===== src/pkg/front_panel_pkg.sv =====
// Constants, field layouts, defaults and timing for the front-panel menu controller.
// Assumes a 10 MHz aclk and 32-bit AXI4-Lite register access.
package front_panel_pkg;

  typedef logic [31:0] word_t;

  // Timing
  localparam int CLK_HZ = 10_000_000;
  localparam int CYC_PER_MS = CLK_HZ / 1000;
  localparam int TEST_MS = 2000;
  localparam int TEST_CYC = TEST_MS * CYC_PER_MS;
  localparam int INIT_MS = 3000;
  localparam int INIT_CYC = INIT_MS * CYC_PER_MS;
  localparam int ACK_MS = 1000;
  localparam int ACK_CYC = ACK_MS * CYC_PER_MS;
  localparam int DEBOUNCE_MS = 20;
  localparam int DEBOUNCE_CYC = DEBOUNCE_MS * CYC_PER_MS;

  // Menu and service code
  localparam logic [3:0] PRO_TOP = 4'h0;
  localparam logic [3:0] PRO_SERVICE = 4'h9;
  localparam logic [6:0] RESTORE_CODE = 7'h42;
  localparam logic [6:0] CODE_MAX = 7'h63;

  // Parameter store, word index = byte address / 4 - 1
  localparam int NPARAM = 9;
  localparam int VALUE_W = 20;
  localparam logic [3:0] P_PERMS = 4'h0;
  localparam logic [3:0] P_AL1 = 4'h1;
  localparam logic [3:0] P_AL2 = 4'h2;
  localparam logic [3:0] P_HYS1 = 4'h3;
  localparam logic [3:0] P_HYS2 = 4'h4;
  localparam logic [3:0] P_SERIAL = 4'h5;
  localparam logic [3:0] P_TOTSCALE = 4'h6;
  localparam logic [3:0] P_ANHIGH = 4'h7;
  localparam logic [3:0] P_DECPT = 4'h8;

  // Byte addresses
  localparam logic [7:0] ADDR_STATUS = 8'h00;
  localparam logic [7:0] ADDR_PERMS = 8'h04;
  localparam logic [7:0] ADDR_DECPT = 8'h24;

  // Access permission bits
  localparam int PERM_W = 9;
  localparam int PERM_DSP_AL = 0;
  localparam int PERM_ENT_AL = 1;
  localparam int PERM_DSP_HYS = 2;
  localparam int PERM_RST_AL = 3;
  localparam int PERM_DSP_BUF = 4;
  localparam int PERM_RST_BUF = 5;
  localparam int PERM_SEL_DSP = 6;
  localparam int PERM_RST_TOT = 7;
  localparam int PERM_TARE = 8;

  // Serial word: baud [1:0] (0=300,1=600,2=1200,3=2400), address [8:2],
  // print selection [12:9], full transmission [13]
  localparam int SER_BAUD_LSB = 0;
  localparam int SER_ADDR_LSB = 2;
  localparam int SER_PRINT_LSB = 9;
  localparam int SER_FULL_BIT = 13;

  localparam word_t PARAM_DEFAULT [0:NPARAM-1] = '{
    32'h0000_01FF, 32'h0000_0000, 32'h0000_0000, 32'h0000_0001, 32'h0000_0001,
    32'h0000_2002, 32'h0000_03E8, 32'h0000_2710, 32'h0000_0002};
  localparam word_t PARAM_MASK [0:NPARAM-1] = '{
    32'h0000_01FF, 32'h000F_FFFF, 32'h000F_FFFF, 32'h000F_FFFF, 32'h000F_FFFF,
    32'h0000_3FFF, 32'h000F_FFFF, 32'h000F_FFFF, 32'h0000_0007};

  // Messages on the display
  localparam logic [2:0] MSG_NONE = 3'h0;
  localparam logic [2:0] MSG_INIT = 3'h1;
  localparam logic [2:0] MSG_LOCK = 3'h2;
  localparam logic [2:0] MSG_TARE = 3'h3;
  localparam logic [2:0] MSG_TOTAL = 3'h4;

  // Quick programming steps in scroll order
  localparam logic [2:0] Q_AL1 = 3'h0;
  localparam logic [2:0] Q_HYS1 = 3'h1;
  localparam logic [2:0] Q_AL2 = 3'h2;
  localparam logic [2:0] Q_HYS2 = 3'h3;
  localparam logic [2:0] Q_ALARM1_LATCHED_STEP = 3'h4;
  localparam logic [2:0] Q_ALARM2_LATCHED_STEP = 3'h5;
  localparam logic [2:0] Q_PEAK_STEP = 3'h6;
  localparam logic [2:0] Q_VALLEY_STEP = 3'h7;

  // Bus responses
  localparam logic [1:0] RESP_OKAY = 2'h0;
  localparam logic [1:0] RESP_SLVERR = 2'h2;

  typedef enum logic [3:0] {
    ST_TEST, ST_METER, ST_ACK, ST_MENU, ST_CODE, ST_INIT, ST_QUICK
  } state_t;

endpackage


===== src/core/key_debounce.sv =====
// Synchroniser and debounce filter for one front-panel pin.
// Assumes raw is asynchronous; level_q follows it after CYC stable cycles.
`timescale 1ns/1ps
module key_debounce #(
  parameter int CYC = front_panel_pkg::DEBOUNCE_CYC,
  parameter logic IDLE = 1'b0
) (
  input wire logic aclk,
  input wire logic aresetn,
  input wire logic ce,
  input wire logic raw,
  output logic level_q
);
  logic sync1_q;
  logic sync2_q;
  logic [31:0] cnt_q;
  wire differs = sync2_q != level_q;
  wire settled = cnt_q == 32'(CYC - 1);

  // Two flops, then a stability count (see RULE19)
  always_ff @(posedge aclk) begin
    if (!aresetn) begin
      sync1_q <= IDLE;
      sync2_q <= IDLE;
      cnt_q <= 32'h0000_0000;
      level_q <= IDLE;
    end else if (ce) begin
      sync1_q <= raw;
      sync2_q <= sync1_q;
      cnt_q <= (differs && !settled) ? cnt_q + 32'h0000_0001 : 32'h0000_0000;
      if (differs && settled) begin
        level_q <= sync2_q;
      end
    end
  end
endmodule


===== src/core/front_panel_menu_control.sv =====
// Front-panel key and menu controller with an AXI4-Lite parameter store.
// Assumes debounced-by-this-block key pins, same-clock meter status inputs.
//
// Notes on behaviour
// (RULE1) Service code 66 plus program restores defaults
// (RULE2) Restore shows init message, then top menu
// (RULE3) All segments lit two seconds after power-up
// (RULE4) Power-up restores last input or total view
// (RULE5) Down shows input, up shows total
// (RULE6) Minus sign and leading zero flags
// (RULE7) Lockout limits access to permitted steps
// (RULE8) Lockout with nothing permitted shows lock message
// (RULE9) Quick edits apply only on program press
// (RULE10) Latched-alarm steps only when latched; down+program clears
// (RULE11) Down+program clears peak or valley
// (RULE12) Meter keys need permission; down+program zeroes input
// (RULE13) Up+program clears totalizer when permitted
// (RULE14) Program enters full or quick programming
// (RULE15) Chord operations show a brief acknowledgment; only the meter tare and total chords do, the quick-mode clear chords show none
// (RULE16) Factory defaults for serial, scale, analog, permissions
// (RULE17) Unknown service code returns to top menu
// (RULE18) Program edge with key held is chord only; in quick mode it also commits on an editable value step and moves to the next step
// (RULE19) Keys debounced before edge detection
`timescale 1ns/1ps
module front_panel_menu_control #(
  parameter int TEST_CYC = front_panel_pkg::TEST_CYC,
  parameter int INIT_CYC = front_panel_pkg::INIT_CYC,
  parameter int ACK_CYC = front_panel_pkg::ACK_CYC,
  parameter int DEBOUNCE_CYC = front_panel_pkg::DEBOUNCE_CYC
) (
  input wire logic aclk,
  input wire logic aresetn,
  input wire logic ce,
  input wire logic key_up,
  input wire logic key_down,
  input wire logic key_prog,
  input wire logic program_lockout_input_n,
  input wire logic saved_total_mode,
  input wire logic reading_negative,
  input wire logic alarm1_latched,
  input wire logic alarm2_latched,
  input wire logic [7:0] awaddr,
  input wire logic awvalid,
  output logic awready,
  input wire logic [31:0] wdata,
  input wire logic [3:0] wstrb,
  input wire logic wvalid,
  output logic wready,
  output logic [1:0] bresp,
  output logic bvalid,
  input wire logic bready,
  input wire logic [7:0] araddr,
  input wire logic arvalid,
  output logic arready,
  output logic [31:0] rdata,
  output logic [1:0] rresp,
  output logic rvalid,
  input wire logic rready,
  output logic all_segments_on_q,
  output logic show_total_q,
  output logic [2:0] message_q,
  output logic minus_sign_q,
  output logic lead_zero_q,
  output logic tare_pulse_q,
  output logic total_clear_q,
  output logic alarm1_clear_q,
  output logic alarm2_clear_q,
  output logic peak_clear_q,
  output logic valley_clear_q,
  output logic alarm_apply_q
);
  typedef front_panel_pkg::word_t word_t;

  front_panel_pkg::state_t state_q;
  word_t params_q [0:front_panel_pkg::NPARAM-1];
  logic [31:0] timer_q;
  logic [3:0] menu_q;
  logic [6:0] code_q;
  logic [2:0] quick_step_q;
  logic [19:0] edit_q;
  logic up_lv, dn_lv, pg_lv, lock_n_lv;
  logic up_prev_q, dn_prev_q, pg_prev_q, up_chorded_q, dn_chorded_q;
  logic nv_s1_q, nv_s2_q;

  key_debounce #(.CYC(DEBOUNCE_CYC), .IDLE(1'b0)) u_up (.aclk(aclk), .aresetn(aresetn),
    .ce(ce), .raw(key_up), .level_q(up_lv));
  key_debounce #(.CYC(DEBOUNCE_CYC), .IDLE(1'b0)) u_dn (.aclk(aclk), .aresetn(aresetn),
    .ce(ce), .raw(key_down), .level_q(dn_lv));
  key_debounce #(.CYC(DEBOUNCE_CYC), .IDLE(1'b0)) u_pg (.aclk(aclk), .aresetn(aresetn),
    .ce(ce), .raw(key_prog), .level_q(pg_lv));
  key_debounce #(.CYC(DEBOUNCE_CYC), .IDLE(1'b1)) u_lock (.aclk(aclk), .aresetn(aresetn),
    .ce(ce), .raw(program_lockout_input_n), .level_q(lock_n_lv));

  // Key events; a chord suppresses the held key's own release action (see RULE18)
  wire lock_lv = ~lock_n_lv;
  wire pg_rise = pg_lv & ~pg_prev_q;
  wire chord_up = pg_rise & up_lv;
  wire chord_dn = pg_rise & dn_lv & ~up_lv;
  wire prog_single = pg_rise & ~up_lv & ~dn_lv;
  wire up_evt = ~up_lv & up_prev_q & ~up_chorded_q;
  wire dn_evt = ~dn_lv & dn_prev_q & ~dn_chorded_q;

  always_ff @(posedge aclk) begin
    if (!aresetn) begin
      up_prev_q <= 1'b0;
      dn_prev_q <= 1'b0;
      pg_prev_q <= 1'b0;
      up_chorded_q <= 1'b0;
      dn_chorded_q <= 1'b0;
      nv_s1_q <= 1'b0;
      nv_s2_q <= 1'b0;
    end else if (ce) begin
      up_prev_q <= up_lv;
      dn_prev_q <= dn_lv;
      pg_prev_q <= pg_lv;
      up_chorded_q <= (pg_rise & up_lv) | (up_chorded_q & ~(up_lv & ~up_prev_q));
      dn_chorded_q <= (pg_rise & dn_lv) | (dn_chorded_q & ~(dn_lv & ~dn_prev_q));
      nv_s1_q <= saved_total_mode;
      nv_s2_q <= nv_s1_q;
    end
  end

  // Quick step selection from permissions and latch state (see RULE7, RULE10)
  wire [8:0] perm = params_q[front_panel_pkg::P_PERMS][front_panel_pkg::PERM_W-1:0];
  wire [7:0] q_en = {perm[front_panel_pkg::PERM_DSP_BUF], perm[front_panel_pkg::PERM_DSP_BUF],
    perm[front_panel_pkg::PERM_RST_AL] & alarm2_latched,
    perm[front_panel_pkg::PERM_RST_AL] & alarm1_latched,
    perm[front_panel_pkg::PERM_DSP_HYS], perm[front_panel_pkg::PERM_DSP_AL],
    perm[front_panel_pkg::PERM_DSP_HYS], perm[front_panel_pkg::PERM_DSP_AL]};

  function automatic logic [3:0] seek(input logic [7:0] en, input logic [3:0] from);
    logic [3:0] r;
    r = 4'h8;
    for (int i = 7; i >= 0; i--) begin
      if (i >= int'(from) && en[i]) begin
        r = 4'(i);
      end
    end
    return r;
  endfunction

  function automatic logic [3:0] step_param(input logic [2:0] s);
    case (s)
      front_panel_pkg::Q_HYS1: return front_panel_pkg::P_HYS1;
      front_panel_pkg::Q_AL2: return front_panel_pkg::P_AL2;
      front_panel_pkg::Q_HYS2: return front_panel_pkg::P_HYS2;
      default: return front_panel_pkg::P_AL1;
    endcase
  endfunction

  wire [3:0] q_first = seek(q_en, 4'h0);
  wire [3:0] q_next = seek(q_en, {1'b0, quick_step_q} + 4'h1);
  wire [19:0] first_val = params_q[step_param(q_first[2:0])][19:0];
  wire [19:0] next_val = params_q[step_param(q_next[2:0])][19:0];
  wire value_step = quick_step_q <= front_panel_pkg::Q_HYS2;
  wire can_edit = value_step & perm[front_panel_pkg::PERM_ENT_AL];
  wire in_quick = state_q == front_panel_pkg::ST_QUICK;
  wire in_meter = state_q == front_panel_pkg::ST_METER;
  wire quick_commit = in_quick & pg_rise & can_edit;
  wire do_restore = (state_q == front_panel_pkg::ST_CODE) & prog_single &
    (code_q == front_panel_pkg::RESTORE_CODE);
  wire timer_zero = timer_q == 32'h0000_0000;
  wire [3:0] commit_idx = step_param(quick_step_q);

  // Menu and key state machine
  always_ff @(posedge aclk) begin
    if (!aresetn) begin
      state_q <= front_panel_pkg::ST_TEST;
      timer_q <= 32'(TEST_CYC - 1);
      all_segments_on_q <= 1'b1;
      show_total_q <= 1'b0;
      message_q <= front_panel_pkg::MSG_NONE;
      menu_q <= front_panel_pkg::PRO_TOP;
      code_q <= 7'h00;
      quick_step_q <= 3'h0;
      edit_q <= 20'h00000;
      {tare_pulse_q, total_clear_q, alarm1_clear_q, alarm2_clear_q} <= 4'h0;
      {peak_clear_q, valley_clear_q, alarm_apply_q} <= 3'h0;
      minus_sign_q <= 1'b0;
      lead_zero_q <= 1'b0;
    end else if (ce) begin
      {tare_pulse_q, total_clear_q, alarm1_clear_q, alarm2_clear_q} <= 4'h0;
      {peak_clear_q, valley_clear_q, alarm_apply_q} <= 3'h0;
      if (!timer_zero) begin
        timer_q <= timer_q - 32'h0000_0001;
      end
      // Sign and decimal-point zero flags for the shown value (see RULE6)
      minus_sign_q <= reading_negative & in_meter;
      lead_zero_q <= (params_q[front_panel_pkg::P_DECPT] != 32'h0000_0000) & in_meter;
      case (state_q)
        front_panel_pkg::ST_TEST: begin
          if (timer_zero) begin // see RULE3
            state_q <= front_panel_pkg::ST_METER;
            all_segments_on_q <= 1'b0;
            show_total_q <= nv_s2_q; // see RULE4
          end
        end
        front_panel_pkg::ST_METER: begin
          if (chord_dn) begin
            if (perm[front_panel_pkg::PERM_TARE]) begin // see RULE12
              tare_pulse_q <= 1'b1;
              message_q <= front_panel_pkg::MSG_TARE; // see RULE15
              state_q <= front_panel_pkg::ST_ACK;
              timer_q <= 32'(ACK_CYC - 1);
            end
          end else if (chord_up) begin
            if (perm[front_panel_pkg::PERM_RST_TOT]) begin // see RULE13
              total_clear_q <= 1'b1;
              message_q <= front_panel_pkg::MSG_TOTAL; // see RULE15
              state_q <= front_panel_pkg::ST_ACK;
              timer_q <= 32'(ACK_CYC - 1);
            end
          end else if (prog_single) begin
            if (!lock_lv) begin // see RULE14
              state_q <= front_panel_pkg::ST_MENU;
              menu_q <= front_panel_pkg::PRO_TOP;
            end else if (q_first[3]) begin // see RULE8
              message_q <= front_panel_pkg::MSG_LOCK;
              state_q <= front_panel_pkg::ST_ACK;
              timer_q <= 32'(ACK_CYC - 1);
            end else begin // see RULE7
              state_q <= front_panel_pkg::ST_QUICK;
              quick_step_q <= q_first[2:0];
              edit_q <= first_val;
            end
          end else if (dn_evt & perm[front_panel_pkg::PERM_SEL_DSP]) begin
            show_total_q <= 1'b0; // see RULE5
          end else if (up_evt & perm[front_panel_pkg::PERM_SEL_DSP]) begin
            show_total_q <= 1'b1; // see RULE5
          end
        end
        front_panel_pkg::ST_ACK: begin
          if (timer_zero) begin
            state_q <= front_panel_pkg::ST_METER;
            message_q <= front_panel_pkg::MSG_NONE;
          end
        end
        front_panel_pkg::ST_MENU: begin
          if (prog_single) begin
            if (menu_q == front_panel_pkg::PRO_SERVICE) begin
              state_q <= front_panel_pkg::ST_CODE;
              code_q <= 7'h00;
            end else if (menu_q == front_panel_pkg::PRO_TOP) begin
              state_q <= front_panel_pkg::ST_METER;
            end else begin
              menu_q <= front_panel_pkg::PRO_TOP;
            end
          end else if (up_evt) begin
            menu_q <= (menu_q == front_panel_pkg::PRO_SERVICE) ? front_panel_pkg::PRO_TOP :
              menu_q + 4'h1;
          end else if (dn_evt) begin
            menu_q <= (menu_q == front_panel_pkg::PRO_TOP) ? front_panel_pkg::PRO_SERVICE :
              menu_q - 4'h1;
          end
        end
        front_panel_pkg::ST_CODE: begin
          if (do_restore) begin // see RULE1
            state_q <= front_panel_pkg::ST_INIT;
            message_q <= front_panel_pkg::MSG_INIT;
            timer_q <= 32'(INIT_CYC - 1);
          end else if (prog_single) begin // see RULE17
            state_q <= front_panel_pkg::ST_MENU;
            menu_q <= front_panel_pkg::PRO_TOP;
          end else if (up_evt) begin
            code_q <= (code_q == front_panel_pkg::CODE_MAX) ? 7'h00 : code_q + 7'h01;
          end else if (dn_evt) begin
            code_q <= (code_q == 7'h00) ? front_panel_pkg::CODE_MAX : code_q - 7'h01;
          end
        end
        front_panel_pkg::ST_INIT: begin
          if (timer_zero) begin // see RULE2
            state_q <= front_panel_pkg::ST_MENU;
            menu_q <= front_panel_pkg::PRO_TOP;
            message_q <= front_panel_pkg::MSG_NONE;
          end
        end
        front_panel_pkg::ST_QUICK: begin
          if (pg_rise) begin
            alarm_apply_q <= can_edit; // see RULE9
            if (chord_dn & perm[front_panel_pkg::PERM_RST_AL]) begin // see RULE10
              alarm1_clear_q <= quick_step_q == front_panel_pkg::Q_ALARM1_LATCHED_STEP;
              alarm2_clear_q <= quick_step_q == front_panel_pkg::Q_ALARM2_LATCHED_STEP;
            end
            if (chord_dn & perm[front_panel_pkg::PERM_RST_BUF]) begin // see RULE11
              peak_clear_q <= quick_step_q == front_panel_pkg::Q_PEAK_STEP;
              valley_clear_q <= quick_step_q == front_panel_pkg::Q_VALLEY_STEP;
            end
            if (q_next[3]) begin
              state_q <= front_panel_pkg::ST_METER;
            end else begin
              quick_step_q <= q_next[2:0];
              edit_q <= next_val;
            end
          end else if (up_evt & can_edit) begin
            edit_q <= edit_q + 20'h00001;
          end else if (dn_evt & can_edit) begin
            edit_q <= edit_q - 20'h00001;
          end
        end
        default: begin
          state_q <= front_panel_pkg::ST_METER;
        end
      endcase
    end
  end

  // AXI4-Lite slave
  logic [7:0] awaddr_q;
  logic [31:0] wdata_q;
  logic [3:0] wstrb_q;
  logic aw_have_q, w_have_q;
  wire [5:0] wr_word = awaddr_q[7:2];
  wire [5:0] rd_word = araddr[7:2];
  wire wr_hit = (wr_word != 6'h00) && (wr_word <= 6'(front_panel_pkg::NPARAM));
  wire rd_hit = rd_word <= 6'(front_panel_pkg::NPARAM);
  wire [3:0] wr_pidx = 4'(wr_word - 6'h01);
  wire [3:0] rd_pidx = 4'(rd_word - 6'h01);
  wire wr_go = aw_have_q & w_have_q & ~bvalid;
  wire [31:0] wr_bits = {{8{wstrb_q[3]}}, {8{wstrb_q[2]}}, {8{wstrb_q[1]}}, {8{wstrb_q[0]}}};
  wire [31:0] wr_merged = (params_q[wr_pidx] & ~wr_bits) | (wdata_q & wr_bits);
  wire [31:0] status_w = {9'h000, code_q, menu_q, quick_step_q, message_q, lock_lv,
    show_total_q, 4'(state_q)};
  wire [31:0] rd_value = (rd_word == 6'h00) ? status_w :
    rd_hit ? params_q[rd_pidx] : 32'h0000_0000;

  always_ff @(posedge aclk) begin
    if (!aresetn) begin
      {awready, wready, arready} <= 3'h7;
      {bvalid, rvalid, aw_have_q, w_have_q} <= 4'h0;
      bresp <= front_panel_pkg::RESP_OKAY;
      rresp <= front_panel_pkg::RESP_OKAY;
      rdata <= 32'h0000_0000;
      awaddr_q <= 8'h00;
      wdata_q <= 32'h0000_0000;
      wstrb_q <= 4'h0;
    end else begin
      if (awvalid && awready) begin
        awaddr_q <= awaddr;
        aw_have_q <= 1'b1;
        awready <= 1'b0;
      end
      if (wvalid && wready) begin
        wdata_q <= wdata;
        wstrb_q <= wstrb;
        w_have_q <= 1'b1;
        wready <= 1'b0;
      end
      if (wr_go) begin
        bvalid <= 1'b1;
        bresp <= wr_hit ? front_panel_pkg::RESP_OKAY : front_panel_pkg::RESP_SLVERR;
        aw_have_q <= 1'b0;
        w_have_q <= 1'b0;
      end
      if (bvalid && bready) begin
        bvalid <= 1'b0;
        awready <= 1'b1;
        wready <= 1'b1;
      end
      if (arvalid && arready) begin
        arready <= 1'b0;
        rvalid <= 1'b1;
        rdata <= rd_value;
        rresp <= rd_hit ? front_panel_pkg::RESP_OKAY : front_panel_pkg::RESP_SLVERR;
      end else if (rvalid && rready) begin
        rvalid <= 1'b0;
        arready <= 1'b1;
      end
    end
  end

  // Parameter store: restore, then quick commit, then bus write
  always_ff @(posedge aclk) begin
    if (!aresetn) begin
      for (int i = 0; i < front_panel_pkg::NPARAM; i++) begin
        params_q[i] <= front_panel_pkg::PARAM_DEFAULT[i];
      end
    end else if (ce && do_restore) begin
      for (int i = 0; i < front_panel_pkg::NPARAM; i++) begin
        params_q[i] <= front_panel_pkg::PARAM_DEFAULT[i]; // see RULE1, RULE16
      end
    end else if (ce && quick_commit) begin
      params_q[commit_idx] <= {12'h000, edit_q} & front_panel_pkg::PARAM_MASK[commit_idx];
    end else if (wr_go && wr_hit) begin
      params_q[wr_pidx] <= wr_merged & front_panel_pkg::PARAM_MASK[wr_pidx];
    end
  end
endmodule


===== config.mk =====
export PLATFORM = sky130hd
export DESIGN_NAME = front_panel_menu_control
export DESIGN_NICKNAME = d
export VERILOG_FILES = /design/src/pkg/front_panel_pkg.sv /design/src/core/key_debounce.sv /design/src/core/front_panel_menu_control.sv
export SDC_FILE = /design/constraint.sdc
export NUM_CORES = 1
export LEC_CHECK = 0
export BUFFER_PORTS_ARGS = -buffer_cell sky130_fd_sc_hd__buf_2
export CELL_PAD_IN_SITES_DETAIL_PLACEMENT = 0
export CELL_PAD_IN_SITES_GLOBAL_PLACEMENT = 1
export CORE_MARGIN = 3
export CORE_UTILIZATION = 54
export DETAILED_ROUTE_END_ITERATION = 8
export PLACE_DENSITY = 0.87
export SETUP_SLACK_MARGIN = 0.05
export SYNTH_ARGS = -nofsm -noshare
export SYNTH_HDL_FRONTEND = slang
export SYNTH_SLANG_ARGS = --single-unit

===== constraint.sdc =====
create_clock -name aclk -period 6.7 [get_ports aclk]
set_input_delay 1.005 -clock aclk [delete_from_list [all_inputs] [get_ports aclk]]
set_output_delay 1.005 -clock aclk [all_outputs]
set_load 0.02 [all_outputs]

# Word-level counts from Yosys, hierarchy flattened
# Memory sizes are Yosys's and may differ from the RTL's.
# Index checks and enable logic that the tools add are counted.
# totals
ramBits	288
word_cells	437
ff_bits	318
n_memories	3
output_inout_bits	55
rom_bits	1024
# op_classes
n_bitwise	62
addsub	14
n_mux	167
n_reduce_logical	60
magnitude_cmp	13
eq_ne	64
# memory_table
name	depth	width	read_ports	rd_clocked_by_memory_dff	write_ports	line_no	source
(name not given)	16	32	1	0	0	front_panel_menu_control.sv:384	params_q[wr_pidx] <= wr_merged & front_panel_pkg::PARAM_MASK[wr_pidx];
(name not given)	16	32	1	0	0	front_panel_menu_control.sv:382	params_q[commit_idx] <= {12'h000, edit_q} & front_panel_pkg::PARAM_MASK[commit_idx];
params_q	9	32	6	0	9	front_panel_menu_control.sv:75	word_t params_q [0:front_panel_pkg::NPARAM-1];
# op_table
op	count
32-bit two-way mux	30
20-bit two-way mux	9
4-bit two-way mux	43
32-bit by 1-bit adder with 32-bit output, second input constant	4
32-bit by 18-bit equality test with 1-bit output, second input constant	4
32-bit bitwise AND	3
32-bit one-hot mux with 2 select lines	1
32-bit OR reduction	2
7-bit two-way mux	8
3-bit two-way mux	18
1-bit two-way mux	46
20-bit one-hot mux with 2 select lines	1
3-bit one-hot mux with 3 select lines	4
2-bit inequality test, second input constant	17
20-bit by 32-bit bitwise AND with 32-bit output	1
32-bit zero test	1
32-bit inverter	1
32-bit bitwise OR	1
32-bit nonzero test	1
32-bit by 1-bit subtractor with 32-bit output, second input constant	1
1-bit bitwise AND	31
9-bit AND reduction	3
1-bit logical AND	25
4-bit one-hot mux with 6 select lines	1
49 further kinds	124

# Longest topological paths before layout
# An unclocked memory read counts as a cell.
# depth
ltp_word	17
mapped_depth	13
ltp_nobuf	13

# Modules after synthesis
# A second synthesis with hierarchy kept.
# unflattened
cells_unflattened	3071
hier_area_um2	31971.9
# modules_own_cells
module	cells_per_inst	seq_area_each_um2	n_inst	area_each_um2
front_panel_menu_control	2262	12632.1	1	24984.0
key_debounce (u_dn ...)	203	700.7	3	1754.2
key_debounce (u_lock)	200	700.7	1	1725.4

# Least setup slack after synthesis
# No wires, ideal clock.
# synth_path
path_kind	input-to-reg
startpoint	input araddr[2]
endpoint	register rdata[9]
path_slack_ns	2.216
arrival_ns	4.352
stages	13
path_buffers	6
cell_sequence	buf_2 -> buf_1 -> buf_1 -> inv_1 -> ha_1 -> clkbuf_1 -> buf_1 -> clkbuf_1 -> mux4_2 -> mux2i_1 -> a21oi_1 -> a221oi_1 -> nor3_1
# synth_via
elab_chain_cells	4
word_cells_on_any_way	6
classes_between	add/sub (1); order compare (1); mux (2); reduce/logical (1); memory (1)
# synth_rtl
element	line_no	source
start, declared	front_panel_menu_control.sv:52	input wire logic [7:0] araddr,
4-bit by 1-bit subtractor with 4-bit output	front_panel_menu_control.sv:317	wire [3:0] rd_pidx = 4'(rd_word - 6'h01);
memory read 9 x 32 bit	-	
32-bit two-way mux	front_panel_menu_control.sv:324	rd_hit ? params_q[rd_pidx] : 32'h0000_0000;
32-bit two-way mux (*)	front_panel_menu_control.sv:323	wire [31:0] rd_value = (rd_word == 6'h00) ? status_w :
end signal, assigned	front_panel_menu_control.sv:362	rdata <= rd_value;
end, declared	front_panel_menu_control.sv:55	output logic [31:0] rdata,
# Mark *: on every way between the ends. The rest lies on a longest branch, timed or not.
# A chain may end at the register's enable or synchronous reset.

==> results.sh <==
export IMPL_dieArea_um2=60000
export IMPL_synth_seq_area_share_pct=50.1
export IMPL_min_from="timer_q[14]"
export IMPL_grt_pass1_vias=22800
export IMPL_cts_tree="done"
export IMPL_ys_flop_type="edfxtp_1"
export IMPL_fin_nets=3129
export IMPL_cap_violations=0
export IMPL_layout_drive_gt1_share_pct=13.9
export IMPL_cellPowerDensity_nw_per_um2=245
export IMPL_met1_usage_pct=39.8
export IMPL_dp_cells=3693
export IMPL_final_cell_mix="nor2_1 (414), nand2_1 (325), edfxtp_1 (320)"
export IMPL_outcome="finished clean"
export IMPL_cts_sinks=611
export IMPL_fin_area_um2=34300
export IMPL_synth_area_per_cell_um2=10.4
export IMPL_numPortBuffers=94
export IMPL_core_um2=55800
export IMPL_slew_headroom_pct=15.3
export IMPL_area_growth_pct=11.1
export IMPL_p_leak_uw=0.0116
export IMPL_fp_dieW_um=245
export IMPL_cp_max_fo=20
export IMPL_clk_latency_ns=0.64
export IMPL_synthCells=2955
export IMPL_final_setup_tns_ns=0
export IMPL_grt_max_degree=75
export IMPL_tightest_slew_ns=1.27
export IMPL_grt_overflow_total=0
export IMPL_rrSetupSlack_ns=1.63
export IMPL_grt_total_usage_pct=28.9
export IMPL_top_usage_layer="met2"
export IMPL_gp_congestion=0.980
export IMPL_use_met2_pct=45.0
export IMPL_cts_root_buf="clkbuf_16"
export IMPL_drt_initial_drc_count=2723
export IMPL_ctsResizeCount=0
export IMPL_rsz0062_at_grt="false"
export IMPL_endpoint_kind="flop"
export IMPL_clk_path_buf_depth=3
export IMPL_postCtsSetupBuffers=0
export IMPL_die_h_um=245
export IMPL_worstSetupStartpointType="flop"
export IMPL_required_ns=6.83
export IMPL_syn_area_um2=30800
export IMPL_ys_seq_elements=611
export IMPL_crit_arrival_ns=5.20
export IMPL_postPlaceCellArea_um2=32100
export IMPL_synth_edf_count=320
export IMPL_stdcell_count=3814
export IMPL_reg2reg_from="state_q[2]"
export IMPL_vias_per_cell=6.24
export IMPL_vias=23800
export IMPL_io_pins=123
export IMPL_finalMaxSlewViolations=0
export IMPL_fin_crit_ns=5.07
export IMPL_drt_wl_total_um=87400
export IMPL_use_met3_pct=5.83
export IMPL_finalCritPeriodShare_pct=75.7
export IMPL_wl_per_cell_um=22.9
export IMPL_ir_drop_mv=0.227
export IMPL_start_util_pct=55.2
export IMPL_crit_start="state_q[2]"
export IMPL_finalSetupViolations=0
export IMPL_ys_types=88
export IMPL_cts_made_buffers=67
export IMPL_min_path_type="reg -> reg"
export IMPL_max_freq_mhz=197
export IMPL_diodes=0
export IMPL_cts_max_level=3
export IMPL_ant_nets=0
export IMPL_finalClockSkew_ns=0.0431
export IMPL_drcViolationCount=0
export IMPL_dr_pass1_iters=6
export IMPL_yosysWarnings=0
export IMPL_std_cell_rows=86
export IMPL_clk_pin_slew_ns=0.06
export IMPL_antenna_found_initial=0
export IMPL_ctsHoldBuffers=0
export IMPL_async_flop_share_pct=0
export IMPL_finalHoldViolCount=0
export IMPL_path_class="reg -> reg"
export IMPL_final_common_cell="nor2_1"
export IMPL_grt_pass1_wl_um=134000
export IMPL_hpwl_um=60800
==> critical path, stage by stage, from the launching register on <==
cell and delay [ns]:
dfxtp_1 0.67, or3b_1 0.60, nor4_4 0.30, buf_4 0.28, a21oi_2 0.08, buf_4 0.23, nand3_2 0.10, mux2i_1 0.50
or2_1 0.46, or2_1 0.55, nand2_1 0.78
==> final timing paths <==
check | endpoint | cells after the start
hold reg to reg | timer_q[14] | 2
hold / removal | timer_q[14] | 2
setup / recovery | params_q[0][13] | 10
setup reg to reg | params_q[0][13] | 10
==> cells by family after synthesis <==
| kind of cell | Yosys count | synth area share, % |
|---|---|---|
| DFF | 611 | 50.1 |
| and+or+nand+nor | 1202 | 18.1 |
| adders and majority gates | 47 | 1.93 |
| muxes | 205 | 11.9 |
| AOI/OAI and AO/OA | 487 | 10.1 |
| xor gates and xnor gates | 165 | 4.69 |
| other | 1 | 0.0122 |
| buffers and inverters | 237 | 3.15 |
==> cell type report <==
cell class / instances / area, µm²
fill: 4544 / 21600
tap: 748 / 936
clock buffer: 91 / 1810
multi-input combinational: 2134 / 14600
inverter: 59 / 224
sequential: 611 / 15400
timing repair buffer: 141 / 841
clock inverter: 30 / 390
==> layer usage <==
metal	routed length, µm	part of all wire, %
met5	0	0
met2	40000	46
met4	3860	4.4
met3	8160	9.3
met1	35400	40
==> cells in the mapped netlist, types with 23 or more instances <==
master    count  share of area, %
a211oi_1     26              0.63
a21oi_1     161               2.6
a221oi_1     31              0.88
a31oi_1      23              0.47
and2_1       40              0.81
and3_1       33              0.67
buf_1        26              0.32
clkbuf_1    118               1.4
dfxtp_1     291                19
edfxtp_1    320                31
ha_1         46               1.9
inv_1        57              0.69
mux2i_1      69               2.2
mux4_2      129               9.4
nand2_1     325               4.0
nand3_1      97               1.6
nand4_1      45              0.91
nor2_1      421               5.1
nor3_1       81               1.3
nor4_1       33              0.67
o21ai_0     106               1.7
or3_1        26              0.53
xnor2_1      65               1.8
xor2_1      100               2.8
==> state kept, by name (all words and copies together), names as in the netlist, 3 cells and up <==
name and flops:
u_dn.cnt_q 32, quick_step_q 3, rdata 23, wdata_q 20
edit_q 20, wstrb_q 3, u_pg.cnt_q 32, params_q 320
message_q 3, timer_q 32, u_lock.cnt_q 32, state_q 3
menu_q 4, awaddr_q 6, u_up.cnt_q 32, code_q 7
==> per-stage QoR <==
stage,power [µW],hold slack [ns],util (%),worst slack (ns)
6_report,8390,0.449,61.4,1.63
5_1_grt,8620,0.476,61.4,1.51
4_1_cts,8430,0.453,61.4,1.77
3_5_place_dp,4750,0.445,57.4,1.64
3_3_place_gp,4740,0.438,57.4,1.69
2_1_floorplan,4520,0.427,-,2.22
==> power by group <==
part	internal (µW)	switching (µW)	total [µW]
registers	3990	65.3	4050
logic	235	400	635
clock network	2120	1580	3700
Power figures use the tool's default switching activity.
